[src/rtl/arf_consts.svh]
// offsets, field positions, reset values and code limits of the result formatter
`ifndef ARF_CONSTS_SVH
`define ARF_CONSTS_SVH
`define ARF_OFS_RESULT      8'h00
`define ARF_OFS_CONTROL     8'h04
`define ARF_OFS_STATUS      8'h08
`define ARF_CTL_FMT_LSB     0
`define ARF_CTL_SCAN_BIT    2
`define ARF_CTL_GAIN_LSB    4
`define ARF_CTL_RESET       32'h0000_0040
`define ARF_MAX16           17'h0_7fff
`define ARF_MIN16           17'h1_8000
`define ARF_MAX17           17'h0_ffff
`define ARF_MIN17           17'h1_0000
`define ARF_FULL_SCALE      32768
`define ARF_RESP_OKAY       2'b00
`define ARF_RESP_SLVERR     2'b10
`endif

[src/rtl/arf_pkg.sv]
// types shared by the result formatter files
package arf_pkg;
  typedef enum logic [1:0] {
    ARF_FMT_16      = 2'b00,
    ARF_FMT_32_LEFT = 2'b01,
    ARF_FMT_32_SGN  = 2'b10,
    ARF_FMT_32_TAG  = 2'b11
  } arf_fmt_t;
  typedef enum logic [1:0] {
    ARF_ST_IDLE,
    ARF_ST_SCALE,
    ARF_ST_WRITE
  } arf_state_t;
endpackage

[src/rtl/arf_result_formatter.sv]
// result formatter top: axi4-lite slave, format layouts and result register
//
// Overview of operation
// - result register at offset 0, 16-bit default
// - round wide filter result to nearest lsb
// - code equals vin/vref times 32768 times gain
// - two-bit format picks one of four layouts
// - upper format bit 0: 16-bit signed, msb first
// - 16-bit clamps at 7fff and 8000
// - format 00: only the 16-bit value
// - format 01: 32 bits, left justified, zero low half
// - upper format bit 1: 17-bit code, 32 bits
// - 17-bit clamps at 0ffff and 10000
// - 17-bit code is clipped on its own, one bit wider than the 16-bit code
// - format 10: right justified, sign-filled upper 15 bits
// - format 11: channel tag in top nibble
// - channel tag reads zero when not scanning
//
// The AXI4-Lite slave port was chosen for this implementation.
`timescale 1ns/1ps
`default_nettype none
`include "arf_consts.svh"
module arf_result_formatter #(
  parameter int FILT_W = 24,
  parameter int FRAC_W = 8
) (
  input  wire logic              clock_i,
  input  wire logic              rst_i,
  // filter and sequencer side
  input  wire logic              filt_valid_i,
  input  wire logic [FILT_W-1:0] filt_data_i,
  input  wire logic [3:0]        scan_channel_i,
  // axi4-lite slave
  input  wire logic [7:0]        s_axi_awaddr,
  input  wire logic              s_axi_awvalid,
  output logic                   s_axi_awready,
  input  wire logic [31:0]       s_axi_wdata,
  input  wire logic [3:0]        s_axi_wstrb,
  input  wire logic              s_axi_wvalid,
  output logic                   s_axi_wready,
  output logic [1:0]             s_axi_bresp,
  output logic                   s_axi_bvalid,
  input  wire logic              s_axi_bready,
  input  wire logic [7:0]        s_axi_araddr,
  input  wire logic              s_axi_arvalid,
  output logic                   s_axi_arready,
  output logic [31:0]            s_axi_rdata,
  output logic [1:0]             s_axi_rresp,
  output logic                   s_axi_rvalid,
  input  wire logic              s_axi_rready,
  // result handed to the serial side
  output logic [31:0]            result_o,
  output logic                   result_wide_o,
  output logic                   result_new_o
);

  // ------------------------------------------------------------
  // control register
  // ------------------------------------------------------------
  logic [31:0] control;
  logic [31:0] status;

  wire arf_pkg::arf_fmt_t fmt_w;
  wire logic              scan_w;
  wire logic [7:0]        gain_w;

  assign fmt_w  = arf_pkg::arf_fmt_t'(control[`ARF_CTL_FMT_LSB +: 2]);
  assign scan_w = control[`ARF_CTL_SCAN_BIT];
  assign gain_w = control[`ARF_CTL_GAIN_LSB +: 8];

  // ------------------------------------------------------------
  // conversion path
  // ------------------------------------------------------------
  arf_pkg::arf_state_t state;
  arf_pkg::arf_state_t next_state;
  logic [FILT_W-1:0]   filt_hold;
  logic [3:0]          tag_hold;
  arf_pkg::arf_fmt_t   fmt_hold;
  wire logic [16:0]    code_w;
  wire logic           done_w;
  wire logic           start_w;

  assign start_w = (state == arf_pkg::ARF_ST_IDLE) && filt_valid_i;

  arf_scale_round #(
    .FILT_W (FILT_W),
    .FRAC_W (FRAC_W)
  ) u_scale (
    .clock_i (clock_i),
    .rst_i   (rst_i),
    .start_i (state == arf_pkg::ARF_ST_SCALE),
    .filt_i  (filt_hold),
    .gain_i  (gain_w),
    .wide_i  (fmt_hold[1]),
    .code_o  (code_w),
    .done_o  (done_w)
  );

  always_comb begin
    case (state)
      arf_pkg::ARF_ST_IDLE:  next_state = filt_valid_i ? arf_pkg::ARF_ST_SCALE
                                                       : arf_pkg::ARF_ST_IDLE;
      arf_pkg::ARF_ST_SCALE: next_state = arf_pkg::ARF_ST_WRITE;
      arf_pkg::ARF_ST_WRITE: next_state = done_w ? arf_pkg::ARF_ST_IDLE
                                                 : arf_pkg::ARF_ST_WRITE;
      default:               next_state = arf_pkg::ARF_ST_IDLE;
    endcase
  end

  // ------------------------------------------------------------
  // layout selection
  // ------------------------------------------------------------
  function automatic logic [31:0] arf_layout(input arf_pkg::arf_fmt_t f,
                                             input logic [16:0] c,
                                             input logic [3:0] tag);
    case (f)
      arf_pkg::ARF_FMT_16:      arf_layout = {16'h0000, c[15:0]};
      arf_pkg::ARF_FMT_32_LEFT: arf_layout = {c[15:0], 16'h0000};
      arf_pkg::ARF_FMT_32_SGN:  arf_layout = {{15{c[16]}}, c};
      arf_pkg::ARF_FMT_32_TAG:  arf_layout = {tag, {11{c[16]}}, c};
      default:                  arf_layout = 32'h0000_0000;
    endcase
  endfunction

  wire logic [31:0] layout_w;
  assign layout_w = arf_layout(fmt_hold, code_w, tag_hold);

  always_ff @(posedge clock_i or posedge rst_i) begin
    if (rst_i) begin
      state         <= arf_pkg::ARF_ST_IDLE;
      filt_hold     <= '0;
      tag_hold      <= 4'h0;
      fmt_hold      <= arf_pkg::ARF_FMT_16;
      result_o      <= 32'h0000_0000;
      result_wide_o <= 1'b0;
      result_new_o  <= 1'b0;
    end else begin
      state        <= next_state;
      result_new_o <= 1'b0;
      if (start_w) begin
        filt_hold <= filt_data_i;
        fmt_hold  <= fmt_w;
        tag_hold  <= scan_w ? scan_channel_i : 4'h0;
      end
      if (state == arf_pkg::ARF_ST_WRITE && done_w) begin
        result_o      <= layout_w;
        result_wide_o <= (fmt_hold != arf_pkg::ARF_FMT_16);
        result_new_o  <= 1'b1;
      end
    end
  end

  // ------------------------------------------------------------
  // axi4-lite write channel
  // ------------------------------------------------------------
  logic       aw_held;
  logic [7:0] aw_addr;
  logic       w_held;
  logic [31:0] w_data;
  logic [3:0] w_strb;

  wire logic do_write_w;
  wire logic wr_ctl_w;

  assign s_axi_awready = !aw_held && !s_axi_bvalid;
  assign s_axi_wready  = !w_held && !s_axi_bvalid;
  assign do_write_w    = aw_held && w_held && !s_axi_bvalid;
  assign wr_ctl_w      = (aw_addr[7:2] == `ARF_OFS_CONTROL >> 2);

  function automatic logic [31:0] arf_merge(input logic [31:0] old,
                                            input logic [31:0] d,
                                            input logic [3:0] be);
    for (int i = 0; i < 4; i++) begin
      old[i*8 +: 8] = be[i] ? d[i*8 +: 8] : old[i*8 +: 8];
    end
    return old;
  endfunction

  always_ff @(posedge clock_i or posedge rst_i) begin
    if (rst_i) begin
      aw_held      <= 1'b0;
      aw_addr      <= 8'h00;
      w_held       <= 1'b0;
      w_data       <= 32'h0000_0000;
      w_strb       <= 4'h0;
      s_axi_bvalid <= 1'b0;
      s_axi_bresp  <= `ARF_RESP_OKAY;
      control      <= `ARF_CTL_RESET;
    end else begin
      if (s_axi_awvalid && s_axi_awready) begin
        aw_held <= 1'b1;
        aw_addr <= s_axi_awaddr;
      end
      if (s_axi_wvalid && s_axi_wready) begin
        w_held <= 1'b1;
        w_data <= s_axi_wdata;
        w_strb <= s_axi_wstrb;
      end
      if (do_write_w) begin
        aw_held      <= 1'b0;
        w_held       <= 1'b0;
        s_axi_bvalid <= 1'b1;
        s_axi_bresp  <= wr_ctl_w ? `ARF_RESP_OKAY : `ARF_RESP_SLVERR;
        if (wr_ctl_w) begin
          control <= arf_merge(control, w_data, w_strb) & 32'h0000_0ff7;
        end
      end else if (s_axi_bvalid && s_axi_bready) begin
        s_axi_bvalid <= 1'b0;
      end
    end
  end

  // ------------------------------------------------------------
  // axi4-lite read channel
  // ------------------------------------------------------------
  wire logic [5:0]  rd_idx_w;
  wire logic        rd_hit_w;
  wire logic [31:0] rd_mux_w;

  assign status        = {29'h0, result_wide_o, fmt_hold};
  assign rd_idx_w      = s_axi_araddr[7:2];
  assign rd_hit_w      = (rd_idx_w == `ARF_OFS_RESULT >> 2) ||
                         (rd_idx_w == `ARF_OFS_CONTROL >> 2) ||
                         (rd_idx_w == `ARF_OFS_STATUS >> 2);
  assign rd_mux_w      = (rd_idx_w == `ARF_OFS_RESULT >> 2)  ? result_o :
                         (rd_idx_w == `ARF_OFS_CONTROL >> 2) ? control  :
                         (rd_idx_w == `ARF_OFS_STATUS >> 2)  ? status   : 32'h0000_0000;
  assign s_axi_arready = !s_axi_rvalid;

  always_ff @(posedge clock_i or posedge rst_i) begin
    if (rst_i) begin
      s_axi_rvalid <= 1'b0;
      s_axi_rdata  <= 32'h0000_0000;
      s_axi_rresp  <= `ARF_RESP_OKAY;
    end else begin
      if (s_axi_arvalid && s_axi_arready) begin
        s_axi_rvalid <= 1'b1;
        s_axi_rdata  <= rd_mux_w;
        s_axi_rresp  <= rd_hit_w ? `ARF_RESP_OKAY : `ARF_RESP_SLVERR;
      end else if (s_axi_rvalid && s_axi_rready) begin
        s_axi_rvalid <= 1'b0;
      end
    end
  end
endmodule
`default_nettype wire

[src/rtl/arf_scale_round.sv]
// rounding, gain scaling and clipping of the wide filter result
`timescale 1ns/1ps
`default_nettype none
`include "arf_consts.svh"
module arf_scale_round #(
  parameter int FILT_W = 24,
  parameter int FRAC_W = 8
) (
  input  wire logic              clock_i,
  input  wire logic              rst_i,
  input  wire logic              start_i,
  input  wire logic [FILT_W-1:0] filt_i,
  input  wire logic [7:0]        gain_i,
  input  wire logic              wide_i,
  output logic [16:0]            code_o,
  output logic                   done_o
);
  localparam int PW = FILT_W + 10;

  // ------------------------------------------------------------
  // arithmetic
  // ------------------------------------------------------------
  // round to nearest by adding half an lsb before dropping fraction
  function automatic logic signed [PW-1:0] round_drop(input logic signed [PW-1:0] v);
    logic signed [PW-1:0] half;
    half = PW'(1) <<< (FRAC_W - 1);
    return (v + half) >>> FRAC_W;
  endfunction

  wire logic signed [PW-1:0] prod_w;
  wire logic signed [PW-1:0] rnd_w;
  wire logic                 over_w;
  wire logic                 under_w;
  wire logic [16:0]          clip_w;

  // gain has 2 fractional bits, so x4 then shift back by 2 before the rounding
  assign prod_w  = PW'($signed(filt_i)) * $signed({1'b0, gain_i});
  assign rnd_w   = round_drop(prod_w >>> 2);
  assign over_w  = wide_i ? (rnd_w > PW'(65535)) : (rnd_w > PW'(32767));
  assign under_w = wide_i ? (rnd_w < -PW'(65536)) : (rnd_w < -PW'(32768));
  assign clip_w  = over_w  ? (wide_i ? `ARF_MAX17 : `ARF_MAX16) :
                   under_w ? (wide_i ? `ARF_MIN17 : `ARF_MIN16) :
                   rnd_w[16:0];

  // ------------------------------------------------------------
  // output register
  // ------------------------------------------------------------
  always_ff @(posedge clock_i or posedge rst_i) begin
    if (rst_i) begin
      code_o <= 17'h0_0000;
      done_o <= 1'b0;
    end else begin
      done_o <= start_i;
      if (start_i) begin
        code_o <= clip_w;
      end
    end
  end
endmodule
`default_nettype wire
[config.mk]
export PLATFORM = sky130hd
export DESIGN_NAME = arf_result_formatter
export DESIGN_NICKNAME = d
export VERILOG_FILES = /design/src/rtl/arf_pkg.sv /design/src/rtl/arf_result_formatter.sv /design/src/rtl/arf_scale_round.sv
export VERILOG_INCLUDE_DIRS = /design/src /design/src/rtl
export SDC_FILE = /design/constraint.sdc
export NUM_CORES = 1
export LEC_CHECK = 0
export BUFFER_PORTS_ARGS = -buffer_cell sky130_fd_sc_hd__buf_2
export CAP_MARGIN = 20
export CORE_UTILIZATION = 53
export CTS_CLUSTER_DIAMETER = 60
export DETAILED_ROUTE_END_ITERATION = 6
export PLACE_DENSITY_LB_ADDON = 0.15
export SETUP_SLACK_MARGIN = 0.05
export SLEW_MARGIN = 10
export SYNTH_ARGS = -nofsm -noshare
export SYNTH_HDL_FRONTEND = slang
export SYNTH_HIERARCHICAL = 1
export SYNTH_SLANG_ARGS = --single-unit
[constraint.sdc]
create_clock -name clock_i -period 17.18 [get_ports clock_i]
set_input_delay 0.859 -clock clock_i [delete_from_list [all_inputs] [get_ports clock_i]]
set_output_delay 0.859 -clock clock_i [all_outputs]
set_load 0.1 [all_outputs]
Yosys cells after proc, flatten, opt, wreduce, memory -nomap -nowiden
Index checks and enable logic that the tools add are counted.
W data, S select, Z words.
- add/sub/neg operators: 1
- multipliers: 1
- magnitude comparators: 4
- equality and inequality tests: 8
- multiplexer cells: 25
- reduce and logical (&&, ||, !) cells: 27
- operators with widths (operator ; count):
    $pmux W32 S4 ; 1
    $mux W17 ; 2
    $mul A24 B9 Y33 ; 1
    $add A31 B9 Y32 const B ; 1
    $mux W16 ; 2
    $mux W32 ; 1
    $gt A24 B16 Y1 const B ; 1
    $gt A24 B17 Y1 const B ; 1
    $lt A24 B16 Y1 const B ; 1
    $lt A24 B17 Y1 const B ; 1
    $eq A6 B1 Y1 const B ; 2
    $mux W1 ; 12
    $mux W12 ; 1
    $logic_and A1 B1 Y1 ; 11
    $reduce_bool A2 Y1 ; 5
    $eq A2 B2 Y1 const B ; 3
    $eq A6 B2 Y1 const B ; 1
    $logic_not A6 Y1 ; 1
    $mux W2 ; 3
    $pmux W2 S3 ; 1
    $reduce_and A3 Y1 ; 2
    $eq A2 B1 Y1 const B ; 2
    $logic_not A1 Y1 ; 4
    $logic_not A2 Y1 ; 2
    3 further kinds ; 4
- bits in registers: 157
- logic and storage cells: 87

Logic depth before layout (Yosys ltp)
- depth in word-level cells: 6
- mapped depth: 26
- gate-level depth less buffers: 24

Hierarchy
Netlist, hierarchy kept.
- by module, submodules not included (module ; times used ; cells each ; area each (sq um) ; seq. area each (sq um)):
    arf_scale_round ; 1 ; 1018 ; 8473.1 ; 450.4
    arf_result_formatter ; 1 ; 435 ; 5396.4 ; 3354.5

Worst setup path after synthesis
OpenSTA, ideal clock, no wires.
- kind: reg2reg
- start: register control[6]
- end: register u_scale.code_o[15]
- setup time: 124 ps
- data arrival time: 6710 ps
- required time: 17056 ps
- setup slack: 10346 ps
- cell stages (with the launch flop): 24
- path buffers: 2
- clock period less this slack: 6834 ps
- cell sequence: dfstp_2 -> clkbuf_1 -> nand2_1 -> fa_1 -> inv_1 -> fa_1 -> fa_1 -> inv_1 -> fa_1 -> inv_1 -> ha_1 -> buf_2 -> a21oi_1 -> o21ai_0 -> mux2_2 -> a311o_1 -> or3b_4 -> nor2_1 -> nand2_2 -> or3_1 -> o31a_1 -> or4_4 -> and3_1 -> a211o_1
- cells in the longest elaborated chain, start to end: 6
- elaborated cells on any way between the ends: 10
- those cells by class: add/sub (1); mul (1); order compare (4); mux (4)
- RTL lines (item ; line ; RTL):
    start: declaration ; arf_result_formatter.sv:60 ; logic [31:0] control;
    start signal: assignment ; arf_result_formatter.sv:188 ; control <= `ARF_CTL_RESET;
    start signal: assignment ; arf_result_formatter.sv:205 ; control <= arf_merge(control, w_data, w_strb) & 32'h0000_0ff7;
    $mul A24 B9 Y33 * ; arf_scale_round.sv:37 ; assign prod_w = PW'($signed(filt_i)) * $signed({1'b0, gain_i});
    $add A31 B9 Y32 * ; arf_scale_round.sv:27 ; return (v + half) >>> FRAC_W;
    $lt A24 B16 Y1 / $lt A24 B17 Y1 (equally long branches) ; arf_scale_round.sv:40 ; assign under_w = wide_i ? (rnd_w < -PW'(65536)) : (rnd_w < -PW'(32768));
    $mux W1 ; arf_scale_round.sv:40 ;
    $mux W17 ; arf_scale_round.sv:42 ; under_w ? (wide_i ? `ARF_MIN17 : `ARF_MIN16) :
    $mux W17 * ; arf_scale_round.sv:41 ; assign clip_w = over_w ? (wide_i ? `ARF_MAX17 : `ARF_MAX16) :
    end signal: assignment ; arf_scale_round.sv:55 ; code_o <= clip_w;
    end: declaration ; arf_scale_round.sv:15 ; output logic [16:0] code_o,
Mark *: on every way between the ends. The rest lies on a longest branch, timed or not.
A chain may end at the register's enable or synchronous reset.

Final worst setup path
- start: register control[9]
- end: register u_scale.code_o[2]
The elaborated chain is that of the path after synthesis.

==> impl.org <==
** Logic synthesis
- In the post-synthesis netlist, the cell with the most instances is sky130_fd_sc_hd__inv_1.
- Fraction of registers with async set/reset :: 100%
- Netlist area before placement :: approximately 14000 sq um
- The synthesized design contains 0 enable-type register cells.
- The number of different library cells used by synthesis comes to between 80 and 90.
- Dominant cell type by area after synthesis :: sky130_fd_sc_hd__dfrtp_1
- Warning count from the yosys run :: 6
- For this run, the leading register cell type out of synthesis is sky130_fd_sc_hd__dfrtp_1.
- Gate Count Post-Synth :: between 1000 and 1500
- Summed over its instances, the top area cell type makes up 27.2% of the synthesized netlist area.
- Most area-consuming cells after synthesis :: sky130_fd_sc_hd__dfrtp_1 (27%), sky130_fd_sc_hd__fa_1 (22%), sky130_fd_sc_hd__inv_1 (5.9%), sky130_fd_sc_hd__ha_1 (5.7%), sky130_fd_sc_hd__nand2_1 (5.2%)
- In this run, synthesis produced a sequential element count of roughly 150.
- Synth top cells by count :: sky130_fd_sc_hd__inv_1 (217), sky130_fd_sc_hd__nand2_1 (191), sky130_fd_sc_hd__dfrtp_1 (151)
- Each instance of the synthesized netlist takes up on average around 9.5 sq um.
- Of the synthesized area, sequential elements account for between 20% and 30%.

** Floorplan
- Starting Density :: roughly 55%
- For this design the top-level I/O count stands at approximately 160.
- The floorplan step defined a die boundary enclosing ~27000 sq um.
- Width of the chip :: approximately 160 um
- Standard-cell rows :: a little under 60
- The core region is approximately 25000 sq um.
- From bottom edge to top edge, the die measures 164 um.

** STA
- For the pin with the worst max-slew slack, the measured transition is just over 1000 ps.
- Worst Slack Setup Final :: between 9000 and 10000 ps
- Setup repair after global routing left no endpoint under its margin.
- Pins Over Slew Limit :: 0
- Fin Setup TNS :: 0 ps
- Headroom to the max-slew limit came out at 32.8%.
- The total count of hold-check failures in the final report came to 0.
- Highest attainable clock frequency :: 0.127 GHz
- Setup violations remaining at the end of the flow were counted as 0.
- Final clock skew :: between 15 and 20 ps
- The clock period could shrink to about 7900 ps.
- Share of the clock period used by the worst path after layout :: 46.0%
- The tightest hold path in the finished design has a slack of 480 ps.

** Final layout
- Layout cells sized above 1 :: 17.3%
- Fill cell count :: around 2200
- Compared with the post-synthesis result, the final layout area differs by 10.9%.
- Final Util :: about 61%
- For this run, the number of standard cells in the final layout without fillers is approximately 1900.
- The repair_antennas step left the layout with diodes totalling 0.
- The finished cells cover roughly 15000 sq um.
- Number of nets in the final layout :: ~1900

** Critical path
- Data required time at the worst endpoint :: 17450 ps
- On the critical path the largest part of the delay comes from simple AND/OR/NAND/NOR gates.
- Dominant cell type by count on the critical path :: sky130_fd_sc_hd__fa_1
- STA classifies the critical path startpoint as a flop.
- Maximum fanout count along the critical path :: 26
- For the worst setup path, the data arrival time is 8170 ps.
- In this run the number of cells on the critical path is 20.
- Across all register-to-register paths, the minimum setup slack is about 9300 ps.
- The largest individual stage delay along the critical path comes from the cell sky130_fd_sc_hd__dfrtp_1.
- Following the worst setup path forward leads to its endpoint at u_scale/code_o[2].
- The startpoint identified for the worst register-to-register timing path is control[9].
- The endpoint identified for the worst register-to-register timing path is u_scale/code_o[2].
- Worst path bufs/invs :: 2
- The worst setup path is captured at a flop.
- Setup CP Type :: flop to flop
- For the worst flop-to-flop path, the logic depth is 20.
- Traced cell by cell, the critical path runs through and2_1 > fa_1 > fa_1 > fa_1 > inv_1 > fa_1 > inv_1 > ha_1 > a21oi_1 > o21ai_0 > mux2_2 > a311o_1 > or3b_4 > nor4_1 > nand3_1 > xnor2_1 > and3_1 > nand3_1 > nor2b_1 > o21ai_0.
- Delay of the slowest cell on the worst path :: 1000 ps
- Tracing the worst setup path back leads to its startpoint at control[9].

** Route
- Initial drt markers :: 601
- The first TritonRoute pass finished after 5 iterations.
- Post-detailed-route via-to-cell ratio :: 5.46
- For this run, design rule violations remaining after detail routing come to 0.
- Summed over all layers, the routed wires come to a little over 30000 um.
- Total number of vias :: between 10000 and 15000
- The count of nets left with antenna violations once routing finished came out at 0.
- In the final routed layout, each cell accounts on average for 16.3 um.

** Placed design
- Routability-driven placement congestion ratio :: 0.871
- The placed instances occupy a cell area of ~15000 sq um.
- Timing analysis after detailed placement gives a worst setup slack of 9170 ps.
- IO buf count :: around 130
- Detailed placement ended at an HPWL of 23000 um.
- Including well taps, the total number of placed cells is approximately 1900.

** Global route
- Number of global-route vias before repair :: 10300
- Number of antenna violations at the first check in global routing :: 0
- For this run the aggregate overflow at the end of global routing stands at 0.
- Pin count of the biggest net entering global routing :: 76
- The first global-routing pass estimated just over 50000 um of wire.
- Global-route total usage across every layer :: roughly a quarter

** Clocking
- CTS tree :: built
- Buffer levels on the longest clock path :: 2
- Buffers inserted to repair hold after CTS numbered 0.
- Post-CTS setup buffer count :: 0
- Clk slew on worst S/H paths :: about 80 ps
- The H-tree was split into 4 levels.
- Clock sinks :: roughly 150
- The number of clock buffers added by TritonCTS is 17.
- In this run the clock root is driven by a sky130_fd_sc_hd__clkbuf_16.
- Clock latency on the worst-skew pair, taken at its later pin, is between 400 and 500 ps.
- Number of gates given a new drive strength after cts :: 0

** Power
- Largest voltage drop on the vdd net :: approximately 0.00015 V
- Overall power consumption :: 3.24 mW
- Total power density per cell area :: roughly 210 nW/um^2
- For this design the static power due to leakage is ~8 nW.

** Run status
- Status :: complete, no violations

** Run
- Max_cap viols :: 0

** Worst hold path
- In this run the worst hold path is classified as flop to flop.
## final cells by class
cell class,count,area [sq um],area share [%]
multi-input cells,1021,8960,58.3
flip-flops and latches,152,3800,24.7
inverters,217,820,5.33
repair buffers,141,751,4.88
clock buffers,17,425,2.77
well taps,330,413,2.68
clock inverters,15,204,1.33
## layer usage
metal	routed length, um	global-route usage [%]	vias up
met5	0	0	-
met4	464	6.27	0
met1	14800	34.4	5105
met2	14200	38.9	269
li1	-	-	4941
met3	1290	3.46	28
## sequential cells by signal, indices dropped and copies added (netlist names), 4 cells and up
register        count
aw_addr             6
control            11
filt_hold          24
result_o           32
s_axi_rdata        32
tag_hold            4
u_scale/code_o     17
w_data             11
## where the power goes
part	internal (mW)	switching, mW
combinational	0.794	1.37
clock	0.199	0.193
sequential	0.479	0.209
total	1.47	1.77
## worst register-to-register path, stage by stage, from the launching register on
cell and delay, ps:
sky130_fd_sc_hd__dfrtp_1 1000, sky130_fd_sc_hd__and2_1 280, sky130_fd_sc_hd__fa_1 420, sky130_fd_sc_hd__fa_1 480, sky130_fd_sc_hd__fa_1 550, sky130_fd_sc_hd__inv_1 60
sky130_fd_sc_hd__fa_1 520, sky130_fd_sc_hd__inv_1 40, sky130_fd_sc_hd__ha_1 470, sky130_fd_sc_hd__a21oi_1 140, sky130_fd_sc_hd__o21ai_0 350, sky130_fd_sc_hd__mux2_2 380
sky130_fd_sc_hd__a311o_1 340, sky130_fd_sc_hd__or3b_4 450, sky130_fd_sc_hd__nor4_1 540, sky130_fd_sc_hd__nand3_1 230, sky130_fd_sc_hd__xnor2_1 170, sky130_fd_sc_hd__and3_1 180
sky130_fd_sc_hd__nand3_1 90, sky130_fd_sc_hd__nor2b_1 800, sky130_fd_sc_hd__o21ai_0 220
## worst min path at each step
stage                         start              end  cells past startpoint
floorplan                 w_data[0]       control[0]                      1
global placement     s_axi_rdata[4]   s_axi_rdata[4]                      2
detailed placement   s_axi_rdata[4]   s_axi_rdata[4]                      2
CTS                  s_axi_rdata[4]   s_axi_rdata[4]                      2
global route        s_axi_rdata[25]  s_axi_rdata[25]                      1
finish               s_axi_rdata[4]   s_axi_rdata[4]                      2
## layout by cell type (no fill, tap or decap), types with 6 or more instances in the layout
| cell | instances |
|---|---|
| sky130_fd_sc_hd__inv_1 | 216 |
| sky130_fd_sc_hd__nand2_1 | 191 |
| sky130_fd_sc_hd__dfrtp_1 | 151 |
| sky130_fd_sc_hd__fa_1 | 149 |
| sky130_fd_sc_hd__buf_2 | 133 |
| sky130_fd_sc_hd__and2_1 | 108 |
| sky130_fd_sc_hd__o21ai_0 | 79 |
| sky130_fd_sc_hd__mux2_2 | 63 |
| sky130_fd_sc_hd__ha_1 | 63 |
| sky130_fd_sc_hd__a21oi_1 | 50 |
| sky130_fd_sc_hd__nor2_1 | 44 |
| sky130_fd_sc_hd__a22o_1 | 22 |
| sky130_fd_sc_hd__nand3_1 | 21 |
| sky130_fd_sc_hd__xnor2_1 | 21 |
| sky130_fd_sc_hd__clkbuf_16 | 18 |
| sky130_fd_sc_hd__xor2_1 | 16 |
| sky130_fd_sc_hd__mux2i_1 | 12 |
| sky130_fd_sc_hd__o21ai_1 | 12 |
| sky130_fd_sc_hd__nand4_1 | 11 |
| sky130_fd_sc_hd__nor2b_1 | 10 |
| sky130_fd_sc_hd__and3_1 | 9 |
| sky130_fd_sc_hd__a21o_1 | 9 |
| sky130_fd_sc_hd__nand2b_1 | 8 |
| sky130_fd_sc_hd__a2bb2oi_1 | 8 |
| sky130_fd_sc_hd__clkinv_8 | 8 |
| sky130_fd_sc_hd__o21a_1 | 7 |
| sky130_fd_sc_hd__a31oi_1 | 6 |
| sky130_fd_sc_hd__buf_4 | 6 |
| sky130_fd_sc_hd__a211oi_1 | 6 |
## kinds of logic (layout without fill, tap and decap cells)
group | Yosys count | count (layout) | share of synthesized area, %
mux | 75 | 75 | 5.98
flops | 152 | 152 | 27.4
simple gates | 451 | 451 | 17.4
fa+ha+maj | 212 | 212 | 27.2
other cells | 1 | 2 | 0.0270
xor+xnor | 38 | 38 | 2.45
buf+inv | 281 | 390 | 7.98
compound gates | 243 | 243 | 11.5
(Power assumes the default switching activity.)
